## src/include/timer_unit_consts.svh

```systemverilog
// Register selects, reset values and counts for the triple timer unit
`ifndef TIMER_UNIT_CONSTS_SVH
`define TIMER_UNIT_CONSTS_SVH

// Register select codes (three select lines)
`define RS_CTRL_SHARED   3'h0
`define RS_CTRL_TWO      3'h1
`define RS_STATUS        3'h1

// Reset values
`define PIN_IDLE         22'h1fffff
`define LATCH_RESET      16'hffff
`define CTRL_RESET       8'h00
`define CTRL_ONE_RESET   8'h01
`define COUNT_RESET      16'h0000
`define BYTE_ZERO        8'h00

// Status register field positions
`define STAT_COMPOSITE   7
`define STAT_FLAGS_LSB   0

// Timer three prescaler
`define PRESCALE_LAST    3'h7
`define PRESCALE_ZERO    3'h0
`define PRESCALE_STEP    3'h1

// Counter arithmetic
`define COUNT_STEP16     16'h0001
`define COUNT_STEP8      8'h01

`endif

```

## src/include/timer_unit_pkg.sv

```systemverilog
// Types shared by the triple timer unit files
package timer_unit_pkg;

   // One control register; the low bit is global hold, register select or timer three prescale
   typedef struct packed {
      logic output_enable_bit;
      logic flag_enable_bit;
      logic mode_bit_c;
      logic mode_bit_b;
      logic mode_bit_a;
      logic split_byte_count_bit;
      logic clock_source_bit;
      logic global_low_bit;
   } ctrl_t;

   // Bus pins after synchronisation
   typedef struct packed {
      logic       enable;
      logic       sel;
      logic       rw;
      logic [2:0] rs;
      logic [7:0] data;
   } bus_pins_t;

endpackage : timer_unit_pkg

```

## src/rtl/timer_counter.sv

```systemverilog
// One 16-bit down counter with reload, time out and output waveform
`timescale 1ns/1ps
`include "timer_unit_consts.svh"

module timer_counter
   import timer_unit_pkg::*;
#(
   parameter int WIDTH = 16
) (
   input  wire logic             core_clk,
   input  wire logic             rst_n,
   input  wire logic             tick,
   input  wire logic             count_en,
   input  wire logic             init,
   input  wire logic [WIDTH-1:0] latch,
   input  wire ctrl_t            cfg,
   output logic      [WIDTH-1:0] count_q,
   output logic                  timeout,
   output logic                  out_level_q
);

   localparam int HALF = WIDTH / 2;

   logic [WIDTH-1:0] count_d;
   logic             out_level_d;
   logic             shot_done_q;
   logic             shot_done_d;
   logic             single_shot;

   initial begin
      if (WIDTH != 16) begin
         $error("timer_counter serves only a 16-bit counter");
      end
   end

   assign single_shot = !cfg.mode_bit_a && cfg.mode_bit_c;

   always_comb begin
      count_d     = count_q;
      out_level_d = out_level_q;
      shot_done_d = shot_done_q;
      timeout     = 1'b0;
      if (init) begin
         count_d     = latch;
         out_level_d = single_shot && !cfg.split_byte_count_bit;
         shot_done_d = 1'b0;
      end else if (tick && count_en) begin
         if (cfg.split_byte_count_bit) begin
            // Low byte runs L+1 times per high byte step
            if (count_q[HALF-1:0] == '0) begin
               if (count_q[WIDTH-1:HALF] == '0) begin
                  timeout = 1'b1;
                  count_d = latch;
               end else begin
                  count_d = {count_q[WIDTH-1:HALF] - `COUNT_STEP8, latch[HALF-1:0]};
               end
            end else begin
               count_d = {count_q[WIDTH-1:HALF], count_q[HALF-1:0] - `COUNT_STEP8};
            end
            out_level_d = (count_d[WIDTH-1:HALF] == '0) && !timeout && !shot_done_q;
         end else begin
            if (count_q == '0) begin
               timeout = 1'b1;
               count_d = latch;
            end else begin
               count_d = count_q - `COUNT_STEP16;
            end
            if (timeout) begin
               out_level_d = single_shot ? 1'b0 : !out_level_q;
            end
         end
         if (timeout && single_shot) begin
            shot_done_d = 1'b1;
            out_level_d = 1'b0;
         end
      end
   end

   always_ff @(posedge core_clk) begin
      if (!rst_n) begin
         count_q     <= `COUNT_RESET;
         out_level_q <= 1'b0;
         shot_done_q <= 1'b0;
      end else begin
         count_q     <= count_d;
         out_level_q <= out_level_d;
         shot_done_q <= shot_done_d;
      end
   end

endmodule : timer_counter

```

## src/rtl/triple_timer_unit.sv

```systemverilog
// Three-channel programmable timer: bus registers, flags, sync and control
`timescale 1ns/1ps
`include "timer_unit_consts.svh"

// Behaviour
// - Flag enable bit gates flag onto interrupt
// - Output enable bit clear holds pin low
// - Global hold: reload counters, stop clocks, clear
// - Global hold spares latches and control registers
// - Timer three optional divide-by-8 prescaler
// - Clock source bit picks internal or external
// - 16-bit mode times out after N+1
// - Split mode times out after (L+1)(M+1)
// - Status: flags bits 0-2, composite bit 7
// - Composite is OR of flag-and-enable
// - Any reset condition clears all flags
// - Counter read clears flag after status read
// - Latch write or reload clears own flag
// - Reload copies 16-bit latch into counter
// - Three staging addresses share one register
// - External reset loads latches with maximum
// - Reload on reset, latch write, gate fall
// - Clock after zero reloads counter
// - External clocks sampled by Enable, two stages
// - Bits 1-7 per timer, bit 0 special (hold, register select, timer three prescale)
// - Interrupt pin low exactly when composite set
// - Clock source zero external, one Enable
// - Global hold keeps timers in preset state
// - External reset clears controls, sets hold bit
module triple_timer_unit
   import timer_unit_pkg::*;
#(
   parameter int NUM_TIMERS = 3
) (
   input  wire logic       core_clk,
   input  wire logic       rst_n,
   input  wire logic       bus_enable,
   input  wire logic       chip_sel0_n,
   input  wire logic       chip_sel1,
   input  wire logic       read_write,
   input  wire logic [2:0] reg_sel,
   input  wire logic [7:0] data_in,
   output logic      [7:0] data_out,
   output logic            data_oe_n,
   output logic            irq_out,
   output logic            irq_oe_n,
   input  wire logic       reset_pin_n,
   input  wire logic [2:0] ext_tick_n,
   input  wire logic [2:0] gate_n,
   output logic      [2:0] timer_output_pin
);

   localparam int PIN_W = 22;

   initial begin
      if (NUM_TIMERS != 3) begin
         $error("triple_timer_unit decodes exactly three timers");
      end
   end

   // Two-flop synchroniser for every pin input
   logic [PIN_W-1:0] pin_meta_q;
   logic [PIN_W-1:0] pin_sync_q;
   logic [PIN_W-1:0] pin_raw;

   assign pin_raw = {bus_enable, chip_sel0_n, chip_sel1, read_write, reg_sel, data_in,
                     reset_pin_n, ext_tick_n, gate_n};

   always_ff @(posedge core_clk) begin
      if (!rst_n) begin
         pin_meta_q <= `PIN_IDLE;
         pin_sync_q <= `PIN_IDLE;
      end else begin
         pin_meta_q <= pin_raw;
         pin_sync_q <= pin_meta_q;
      end
   end

   bus_pins_t  bus;
   logic       rst_pin_s;
   logic [2:0] tick_s;
   logic [2:0] gate_s;

   assign bus.enable = pin_sync_q[21];
   assign bus.sel    = !pin_sync_q[20] && pin_sync_q[19];
   assign bus.rw     = pin_sync_q[18];
   assign bus.rs     = pin_sync_q[17:15];
   assign bus.data   = pin_sync_q[14:7];
   assign rst_pin_s  = pin_sync_q[6];
   assign tick_s     = pin_sync_q[5:3];
   assign gate_s     = pin_sync_q[2:0];

   // Enable-rate sampling of clock, gate and reset pins
   logic       enable_prev_q;
   logic       e_fall;
   logic [2:0] tick_e1_q, tick_e2_q, gate_e1_q, gate_e2_q;
   logic       rst_e1_q, rst_e2_q;

   // Trailing edge of Enable is the bus strobe and the internal count tick
   assign e_fall = enable_prev_q && !bus.enable;

   always_ff @(posedge core_clk) begin
      if (!rst_n) begin
         enable_prev_q <= 1'b0;
         tick_e1_q     <= '1;
         tick_e2_q     <= '1;
         gate_e1_q     <= '1;
         gate_e2_q     <= '1;
         rst_e1_q      <= 1'b1;
         rst_e2_q      <= 1'b1;
      end else begin
         enable_prev_q <= bus.enable;
         if (e_fall) begin
            tick_e1_q <= tick_s;
            tick_e2_q <= tick_e1_q;
            gate_e1_q <= gate_s;
            gate_e2_q <= gate_e1_q;
            rst_e1_q  <= rst_pin_s;
            rst_e2_q  <= rst_e1_q;
         end
      end
   end

   // Register file state
   ctrl_t       ctrl_q [3];
   ctrl_t       ctrl_d [3];
   logic [15:0] latch_q [3];
   logic [15:0] latch_d [3];
   logic [7:0]  staging_q, staging_d;
   logic [7:0]  lsb_buf_q, lsb_buf_d;
   logic [2:0]  flag_q, flag_d;
   logic [2:0]  armed_q, armed_d;
   logic [7:0]  data_out_q, data_out_d;
   logic [2:0]  pin_q, pin_d;
   logic [2:0]  presc_q, presc_d;

   logic        ext_reset;
   logic        timer_reset;
   logic        wr_strobe, rd_strobe;
   logic [1:0]  sel_idx;
   logic [2:0]  latch_wr;
   logic [2:0]  counter_rd;
   logic [2:0]  ext_fall, gate_fall, src_tick, cnt_tick, count_en, counter_reload;
   logic [2:0]  timeout, out_level;
   logic [15:0] count [3];
   logic        composite;
   logic [7:0]  status;

   assign ext_reset   = !rst_e2_q;
   assign timer_reset = ext_reset || ctrl_q[0].global_low_bit;
   assign wr_strobe   = e_fall && bus.sel && !bus.rw;
   assign rd_strobe   = e_fall && bus.sel && bus.rw;
   assign sel_idx     = bus.rs[2:1] - 2'h1;

   always_comb begin
      latch_wr   = '0;
      counter_rd = '0;
      if (bus.rs[2:1] != 2'h0) begin
         latch_wr[sel_idx]   = wr_strobe && bus.rs[0];
         counter_rd[sel_idx] = rd_strobe && !bus.rs[0];
      end
   end

   // Per-timer clock selection, gating and reload causes
   assign ext_fall  = {3{e_fall}} & tick_e2_q & ~tick_e1_q;
   assign gate_fall = {3{e_fall}} & gate_e2_q & ~gate_e1_q;

   always_comb begin
      for (int i = 0; i < 3; i++) begin
         src_tick[i] = ctrl_q[i].clock_source_bit ? e_fall : ext_fall[i];
         count_en[i] = !timer_reset &&
                       (!gate_e1_q[i] || (!ctrl_q[i].mode_bit_a && ctrl_q[i].mode_bit_c));
         counter_reload[i] = timer_reset ||
                             (gate_fall[i] && !ctrl_q[i].mode_bit_a) ||
                             (latch_wr[i] && !ctrl_q[i].mode_bit_b);
      end
      cnt_tick[1:0] = src_tick[1:0];
      // Prescaler sits after clock selection, so it divides either source
      cnt_tick[2] = ctrl_q[2].global_low_bit ?
                    (src_tick[2] && presc_q == `PRESCALE_LAST) : src_tick[2];
      presc_d = presc_q;
      if (timer_reset) begin
         presc_d = `PRESCALE_ZERO;
      end else if (src_tick[2] && ctrl_q[2].global_low_bit) begin
         presc_d = presc_q + `PRESCALE_STEP;
      end
   end

   for (genvar g = 0; g < 3; g++) begin : g_timer
      timer_counter #(
         .WIDTH       (16)
      ) u_counter (
         .core_clk    (core_clk),
         .rst_n       (rst_n),
         .tick        (cnt_tick[g]),
         .count_en    (count_en[g]),
         .init        (counter_reload[g]),
         .latch       (latch_q[g]),
         .cfg         (ctrl_q[g]),
         .count_q     (count[g]),
         .timeout     (timeout[g]),
         .out_level_q (out_level[g])
      );
   end

   // Status and interrupt
   assign composite = |(flag_q & {ctrl_q[2].flag_enable_bit,
                                  ctrl_q[1].flag_enable_bit,
                                  ctrl_q[0].flag_enable_bit});
   assign status    = {composite, 4'h0, flag_q};
   assign irq_out   = 1'b0;
   assign irq_oe_n  = !composite;

   // Register writes, flags and read data
   always_comb begin
      ctrl_d     = ctrl_q;
      latch_d    = latch_q;
      staging_d  = staging_q;
      lsb_buf_d  = lsb_buf_q;
      flag_d     = flag_q;
      armed_d    = armed_q;
      if (ext_reset) begin
         for (int i = 0; i < 3; i++) begin
            latch_d[i] = `LATCH_RESET;
            ctrl_d[i]  = ctrl_t'(`CTRL_RESET);
         end
         ctrl_d[0] = ctrl_t'(`CTRL_ONE_RESET);
      end else if (wr_strobe) begin
         // Writes stay open while the hold bit is set
         if (bus.rs == `RS_CTRL_SHARED) begin
            if (ctrl_q[1].global_low_bit) begin
               ctrl_d[0] = ctrl_t'(bus.data);
            end else begin
               ctrl_d[2] = ctrl_t'(bus.data);
            end
         end else if (bus.rs == `RS_CTRL_TWO) begin
            ctrl_d[1] = ctrl_t'(bus.data);
         end else if (!bus.rs[0]) begin
            staging_d = bus.data;
         end else begin
            latch_d[sel_idx] = {staging_q, bus.data};
         end
      end
      for (int i = 0; i < 3; i++) begin
         if (rd_strobe && bus.rs == `RS_STATUS && flag_q[i]) begin
            armed_d[i] = 1'b1;
         end
         if ((counter_rd[i] && armed_q[i]) ||
             latch_wr[i] || counter_reload[i]) begin
            flag_d[i]  = 1'b0;
            armed_d[i] = 1'b0;
         end
         // A time out in the clearing cycle is kept
         if (timeout[i]) begin
            flag_d[i] = 1'b1;
         end
         if (timer_reset) begin
            flag_d[i]  = 1'b0;
            armed_d[i] = 1'b0;
         end
         if (counter_rd[i]) begin
            lsb_buf_d = count[i][7:0];
         end
      end
   end

   always_comb begin
      data_out_d = `BYTE_ZERO;
      if (bus.rs == `RS_STATUS) begin
         data_out_d = status;
      end else if (bus.rs[0] && bus.rs != `RS_CTRL_TWO) begin
         data_out_d = lsb_buf_q;
      end else if (bus.rs != `RS_CTRL_SHARED) begin
         data_out_d = count[sel_idx][15:8];
      end
      for (int i = 0; i < 3; i++) begin
         pin_d[i] = out_level[i] && ctrl_q[i].output_enable_bit &&
                    !timer_reset;
      end
   end

   assign data_oe_n        = !(bus.enable && bus.sel && bus.rw);
   assign data_out         = data_out_q;
   assign timer_output_pin = pin_q;

   always_ff @(posedge core_clk) begin
      if (!rst_n) begin
         for (int i = 0; i < 3; i++) begin
            ctrl_q[i]  <= ctrl_t'(`CTRL_RESET);
            latch_q[i] <= `LATCH_RESET;
         end
         ctrl_q[0]  <= ctrl_t'(`CTRL_ONE_RESET);
         staging_q  <= `BYTE_ZERO;
         lsb_buf_q  <= `BYTE_ZERO;
         flag_q     <= '0;
         armed_q    <= '0;
         data_out_q <= `BYTE_ZERO;
         pin_q      <= '0;
         presc_q    <= `PRESCALE_ZERO;
      end else begin
         ctrl_q     <= ctrl_d;
         latch_q    <= latch_d;
         staging_q  <= staging_d;
         lsb_buf_q  <= lsb_buf_d;
         flag_q     <= flag_d;
         armed_q    <= armed_d;
         data_out_q <= data_out_d;
         pin_q      <= pin_d;
         presc_q    <= presc_d;
      end
   end

endmodule : triple_timer_unit

```

## config.mk

```make
export PLATFORM = sky130hd
export DESIGN_NAME = triple_timer_unit
export DESIGN_NICKNAME = d
export VERILOG_FILES = /design/src/include/timer_unit_pkg.sv /design/src/rtl/timer_counter.sv /design/src/rtl/triple_timer_unit.sv
export VERILOG_INCLUDE_DIRS = /design/src /design/src/include
export SDC_FILE = /design/constraint.sdc
export NUM_CORES = 1
export LEC_CHECK = 0
export BUFFER_PORTS_ARGS = -buffer_cell sky130_fd_sc_hd__buf_4
export CAP_MARGIN = 20
export CORE_MARGIN = 3
export CORE_UTILIZATION = 30
export DETAILED_ROUTE_END_ITERATION = 10
export SLEW_MARGIN = 20
export SYNTH_ARGS = -nofsm -noshare
export SYNTH_HDL_FRONTEND = slang
export SYNTH_SLANG_ARGS = --single-unit
```

## constraint.sdc

```tcl
create_clock -name core_clk -period 3.95 [get_ports core_clk]
set_clock_uncertainty 0.1 [all_clocks]
set_input_delay 0.5925 -clock core_clk [delete_from_list [all_inputs] [get_ports core_clk]]
set_output_delay 0.5925 -clock core_clk [all_outputs]
set_load 0.03 [all_outputs]
```

==> metrics.yaml, run 1 <==
outcome:
  outcome: "completed"
setup_path:
  slowest_delay_ns: 0.56
  worst-path-stages: 9
  cp_slowest_cell: "nor3b_1"
  reg2reg_to: "g_timer[1].u_counter.count_q[15]"
  worstSetupStartpointType: "register"
  endpoint: "g_timer[1].u_counter.count_q[15]"
  critPathTopFamily: "simple AND/OR/NAND/NOR gates"
  crit_start: "g_timer[1].u_counter.count_q[0]"
  cp-end-kind: "register"
  rrSetupSlack_ns: 0.85
  worstPathMaxFanout: 10
  r2r-start: "g_timer[1].u_counter.count_q[0]"
  cp.required_ns: 4.27
  cp_data_arrival_time_ns: 3.42
  path_class: "register to register"
  cp_num_buf_inv: 1
  reg2regPathDepth: 9
  cp_cell_sequence: "inv_1 > ha_1 > nor3b_1 > nand2_1 > nor2_2 > nor2_1 > a311oi_1 > o21ai_0 > a221oi_1"
cts:
  cts_buffer_depth: 3
  cts_buffers: 24
  post_cts_buffers: 0
  ctsHoldBuffers: 0
  clkTransAtPathRegs_ns: 0.06
  clk_latency_ns: 0.52
  numClockSinks: 221
  tritoncts: "done"
  cts_max_level: 1
  ctsResizeCount: 0
  cts_root_buf: "clkbuf_16"
job:
  cap_violations: 0
cells_and_area:
  finalInstanceArea_mm2: 0.0123
  drive_gt1_share_pct: 7.93
  antenna_cells: 0
  final_cells: 1848
  area.growth.synth_to_final_pct: 12.1
  utilization_pct: 34.3
  fin_nets: 1414
place:
  place_congestion: 0.965
  dpl_cell_area_mm2: 0.0115
  port_buffers: 36
  dp_cells: 1807
  dpl.hpwl_mm: 24.1
grt:
  grt_pass1_vias: 9322
  grtUsageTotal_pct: 17.1
  grt_max_degree: 53
  grt_pass1_wl_mm: 53.2
  grt_antenna_before_repair: 0
  grt_overflow: 0
drt:
  first_pass_iters: 6
  vias: 10100
  final_antenna_net_count: 0
  drc_errors: 0
  dr.first_iter.drc_count: 988
  drt_wl_total_mm: 33.8
  wl_per_cell_um: 18.3
  avgViaCountPerCell: 5.46
yosys:
  ys_seq_elements: 221
  syn_inst: 1386
  syn_avg_cell_area_um2: 7.89
  synth_warnings: 0
  netlist_top_cells_area: "dfxtp_1 40%, nand2_1 7.4%, nor2_1 5.3%"
  synth.net_count: 1428
  yosys.area.top_type: "dfxtp_1"
  synth_cell_types: 78
  syn-cell-area_mm2: 0.0109
  async_flop_share_pct: 0
  synth_edf_count: 0
  synth_top_area_share_pct: 40.5
  seq_area_frac_synth_pct: 40.5
  synthFlopType: "dfxtp_1"
sta:
  hold_viol_final: 0
  rsz0062_at_grt: "no"
  max_freq_ghz: 0.323
  tns_ns: 0
  slew_headroom_pct: 37.4
  slew_viol_final: 0
  tightest_slew_ns: 0.936
  report.final.setup_viol: 0
  period_minus_slack_ns: 3.10
  period_share_pct: 78.5
power_and_ir_drop:
  finalPower_uw: 4890
  p_seq_share_pct: 48.6
  power_switching_uw: 1140
  p_leak_uw: 0.00501
  clkPwrFrac_pct: 46.1
  swShare_pct: 23.4
  ir_drop_mv: 0.323
  pwr-share-comb_pct: 5.3
  powerDensity_mw_per_mm2: 399
  intPower_uw: 3750
floorplanning:
  die_h_um: 197
  num_rows: 69
  fp.coreArea_mm2: 0.0357
  start_util_pct: 30.6
  die_w_um: 197
  io_pins: 38
  die_area_mm2: 0.0388
min_path:
  hp-class: "primary input to register"
-- cell families after synthesis --
family | synth area share, %
and+or+nand+nor | 28.3
AOI/OAI and AO/OA | 18.0
DFF | 40.5
buffers and inverters | 4.69
muxes | 5.56
adders and majority gates | 2.06
xor gates and xnor gates | 0.962
other | 0.0343
-- placed cells by master (no fill, tap or decap), drive strengths merged, types with 9 or more instances in the layout --
| cell | netlist | final |
|---|---|---|
| nor3 | 37 | 37 |
| a21oi | 84 | 84 |
| and2 | 19 | 19 |
| nand3 | 78 | 78 |
| nor3b | 11 | 11 |
| o22ai | 10 | 10 |
| mux2i | 54 | 54 |
| ha | 18 | 18 |
| nand2 | 215 | 215 |
| a22oi | 21 | 21 |
| inv | 23 | 23 |
| nor2 | 156 | 156 |
| clkbuf | 78 | 37 |
| dfxtp | 221 | 221 |
| buf | 13 | 52 |
| a31oi | 16 | 16 |
| nor4 | 14 | 14 |
| a21o | 9 | 9 |
| o211ai | 19 | 19 |
| xnor2 | 9 | 9 |
| nand2b | 52 | 52 |
| o21ai | 89 | 89 |
-- power groups by stage --
stage	Clock [uW]	Sequential (uW)	Combinational (uW)
floorplan	0	2370	206
global placement	0	2420	254
detailed placement	0	2420	255
CTS	2300	2370	256
global route	2390	2380	286
finish	2250	2370	259
-- metal layers --
layer	share of wire, %	global-route usage (%)	vias to the layer above
met1	46	24.4	4740
met2	43	25.6	426
met3	8.6	3.86	68
met5	0	0	-
li1	-	-	4860
met4	3.3	5.28	0
-- state kept, by name (all words and copies together), names as in the netlist, 8 cells and up --
name	flops
pin_sync_q	22
staging_q	8
lsb_buf_q	8
pin_meta_q	22
data_out	8
ctrl_q	24
g_timer.u_counter.count_q	48
latch_q	48
-- worst min path at each step --
| stage | to | depth (start not counted) | slack (ns) | startpoint |
|---|---|---|---|---|
| after global placement | pin_sync_q[1] | 1 | 0.29 | pin_meta_q[1] |
| final | pin_meta_q[0] | 2 | 0.16 | gate_n[0] |
| after CTS | pin_meta_q[14] | 2 | 0.14 | data_in[7] |
| after global routing | pin_meta_q[10] | 2 | 0.13 | data_in[3] |
| after detailed placement | pin_sync_q[12] | 1 | 0.29 | pin_meta_q[12] |
| after floorplan | pin_sync_q[0] | 1 | 0.29 | pin_meta_q[0] |
-- through the flow --
stage | hold slack (ns) | setup WS (ns)
finish | 0.155 | 0.850
global route | 0.133 | 0.646
CTS | 0.137 | 0.924
detailed placement | 0.292 | 0.951
global placement | 0.288 | 0.983
floorplan | 0.286 | 1.00
-- cell usage after synthesis, drive strengths merged (9+ instances only) --
cell type	number
a21o	9
a21oi	84
a22oi	21
a31oi	16
and2	19
buf	13
clkbuf	78
dfxtp	221
ha	18
inv	23
mux2i	54
nand2	215
nand2b	52
nand3	78
nor2	156
nor3	37
nor3b	11
nor4	14
o211ai	19
o21ai	89
o22ai	10
xnor2	9
-- final cells by class --
cell class                      instances  area [um^2]
Clock buffer                           37          711
Clock inverter                          4         72.6
Fill cell                            3767        23500
Inverter                               24         90.1
Multi-Input combinational cell       1049         5990
Sequential cell                       221         4420
Tap cell                              461          577
Timing Repair Buffer                   52          390
Note: power is estimated with default switching activity, not from simulation.
==> run 2, diff against run 1 <==
Settings changed: ABC_AREA set to 1.
Clock period 3.95 ns to 3.2 ns, I/O delays scaled along.
==> metrics.yaml, run 2 <==
yosys:
  seq_area_frac_synth_pct: 39.8
  synth_top_area_share_pct: 39.8
  netlist_top_cells_area: "dfxtp_1 40%, nand2_1 12%, o21ai_0 5.3%"
  synth_cell_types: 50
  synth_most_common_cell: "nand2_1"
  synth_edf_count: 0
  synth_warnings: 0
  syn_avg_cell_area_um2: 7.08
  ys_seq_elements: 221
  async_flop_share_pct: 0
  syn_inst: 1572
  synth.net_count: 1614
  synthFlopType: "dfxtp_1"
  syn-cell-area_mm2: 0.0111
  yosys.area.top_type: "dfxtp_1"
  synth_common_cells: "348 x nand2_1, 221 x dfxtp_1, 153 x nor2_1"
floorplanning:
  die_w_um: 199
  num_rows: 69
  io_pins: 38
  fp.coreArea_mm2: 0.0361
  die_area_mm2: 0.0394
  die_h_um: 199
  start_util_pct: 30.8
min_path:
  hp-class: "primary input to register"
  holdPathStages: 2
cells_and_area:
  drive_gt1_share_pct: 12.5
  fillers: 3843
  finalInstanceArea_mm2: 0.0127
  final_common_cell: "nand2_1"
  mostFrequentLayoutCells: "348 x nand2_1, 221 x dfxtp_1, 153 x nor2_1"
  fin_nets: 1633
  antenna_cells: 0
  area.growth.synth_to_final_pct: 13.8
  reg_top3: "g_timer.u_counter.count_q (48), latch_q (48), ctrl_q (24)"
power_and_ir_drop:
  intPower_uw: 4730
  p_seq_share_pct: 45.8
  power_switching_uw: 1600
  swShare_pct: 25.3
  clkPwrFrac_pct: 48.3
  ir_drop_mv: 0.351
  pwr-share-comb_pct: 5.9
  p_leak_uw: 0.00553
  powerDensity_mw_per_mm2: 500
setup_path:
  critPathTopFamily: "simple AND/OR/NAND/NOR gates"
  cp-end-kind: "register"
  crit_start: "pin_sync_q[21]"
  rrSetupSlack_ns: 0.71
  cp.required_ns: 3.54
  r2r-start: "pin_sync_q[21]"
  reg2reg_to: "g_timer[1].u_counter.count_q[9]"
  cp_slowest_cell: "nor2_2"
  cp_num_buf_inv: 1
  worst-path-stages: 12
  worstPathMaxFanout: 20
  cp_cell_sequence: "nor2_2 > nand2_1 > nor2_4 > nand2_2 > nor3_2 > nand2_1 > nand2_4 > nor2_4 > inv_2 > nand2_1 > nor3_1 > nor2_1"
  endpoint: "g_timer[1].u_counter.count_q[9]"
  worstSetupStartpointType: "register"
  slowest_delay_ns: 0.38
  reg2regPathDepth: 12
  path_class: "register to register"
  cp_common_cell: "nand2_1"
  cp_data_arrival_time_ns: 2.84
sta:
  hold_viol_final: 0
  slew_viol_final: 0
  period_minus_slack_ns: 2.49
  setup_slack_ns: 0.707
  whs_ns: 0.0135
  tightest_slew_ns: 0.754
  max_freq_ghz: 0.401
  report.final.setup_viol: 0
  rsz0062_at_grt: "no"
  period_share_pct: 77.9
  tns_ns: 0
  slew_headroom_pct: 49.3
drt:
  drc_errors: 0
  first_pass_iters: 6
  drt_wl_total_mm: 33.6
  wl_per_cell_um: 16.2
  vias: 10500
  avgViaCountPerCell: 5.05
  final_antenna_net_count: 0
  dr.first_iter.drc_count: 885
place:
  place_congestion: 0.919
  dpl_cell_area_mm2: 0.0118
  dpl.hpwl_mm: 24.4
  port_buffers: 36
  pre_cts_slack_ns: 0.722
cts:
  numClockSinks: 221
  tritoncts: "done"
  ctsHoldBuffers: 0
  ctsResizeCount: 0
  clk_latency_ns: 0.55
  post_cts_buffers: 0
  cts_buffers: 25
  clkTransAtPathRegs_ns: 0.07
  cts_root_buf: "clkbuf_16"
  cts_buffer_depth: 3
  cts_max_level: 1
outcome:
  outcome: "completed"
grt:
  grt_pass1_vias: 9496
  grt_pass1_wl_mm: 52.6
  grt_max_degree: 71
  grt_antenna_before_repair: 0
  grt_overflow: 0
  grtUsageTotal_pct: 16.7
job:
  cap_violations: 0
## run 2: changes by cell type in the layout (fill, tap and decap cells not counted), moves of 20 or more
cell	previous run	this run
nand2b_1	52	0
nand2_1	215	348
mux2i_1	54	0
o21ai_0	88	117
o21ai_1	1	28
xor2_1	3	32
inv_1	22	149
a21oi_1	84	104
o211ai_1	19	51
or2_2	3	46
## run 2: worst min-delay path by stage
stage	startpoint	end
floorplan	pin_meta_q[21]	pin_sync_q[21]
detailed placement	pin_meta_q[14]	pin_sync_q[14]
global route	chip_sel0_n	pin_meta_q[20]
CTS	chip_sel0_n	pin_meta_q[20]
finish	reset_pin_n	pin_meta_q[6]
global placement	pin_meta_q[3]	pin_sync_q[3]
## run 2: cells by family (layout without fill, tap and decap cells)
kind of cell	after synthesis	after routing	share of synthesized area, %
buf+inv	230	268	8.61
fa+ha+maj	18	18	2.02
simple gates	727	727	29.5
other cells	1	1	0.0337
compound gates	338	338	17.2
flops	221	221	39.8
xor+xnor	37	37	2.91
## run 2: layout make-up
class	instances	area [um^2]	area share, %
timing repair buffer	49	368	2.91
sequential	221	4420	35.0
clock buffer	28	667	5.27
multi-input combinational	1121	5740	45.4
clock inverter	18	215	1.70
tap	461	577	4.56
inverter	173	662	5.23
## run 2: metrics by stage
step           power [uW]  utilization (%)  std cells
6_report             6330             35.1       2071
5_1_grt              6550             35.1       2071
4_1_cts              6380             35.1       2071
3_5_place_dp         3330             32.6       2025
3_3_place_gp         3320             32.6       2025
2_1_floorplan        3180                -       1572
## run 2: metal layers
| metal | part of all wire (%) | vias to the layer above | global-route usage [%] |
|---|---|---|---|
| met1 | 47 | 4777 | 24.2 |
| met3 | 8.0 | 68 | 3.17 |
| met4 | 3.0 | 0 | 4.97 |
| met2 | 42 | 384 | 25.2 |
| li1 | - | 5230 | - |
| met5 | 0 | - | 0 |
## run 2: power by group through the flow
stage / registers (uW) / logic, uW / clock network, uW
after global placement: 2960 / 365 / 0
after CTS: 2900 / 369 / 3110
after floorplan: 2920 / 260 / 0
after detailed placement: 2960 / 367 / 0
after global routing: 2910 / 417 / 3220
final: 2900 / 371 / 3060
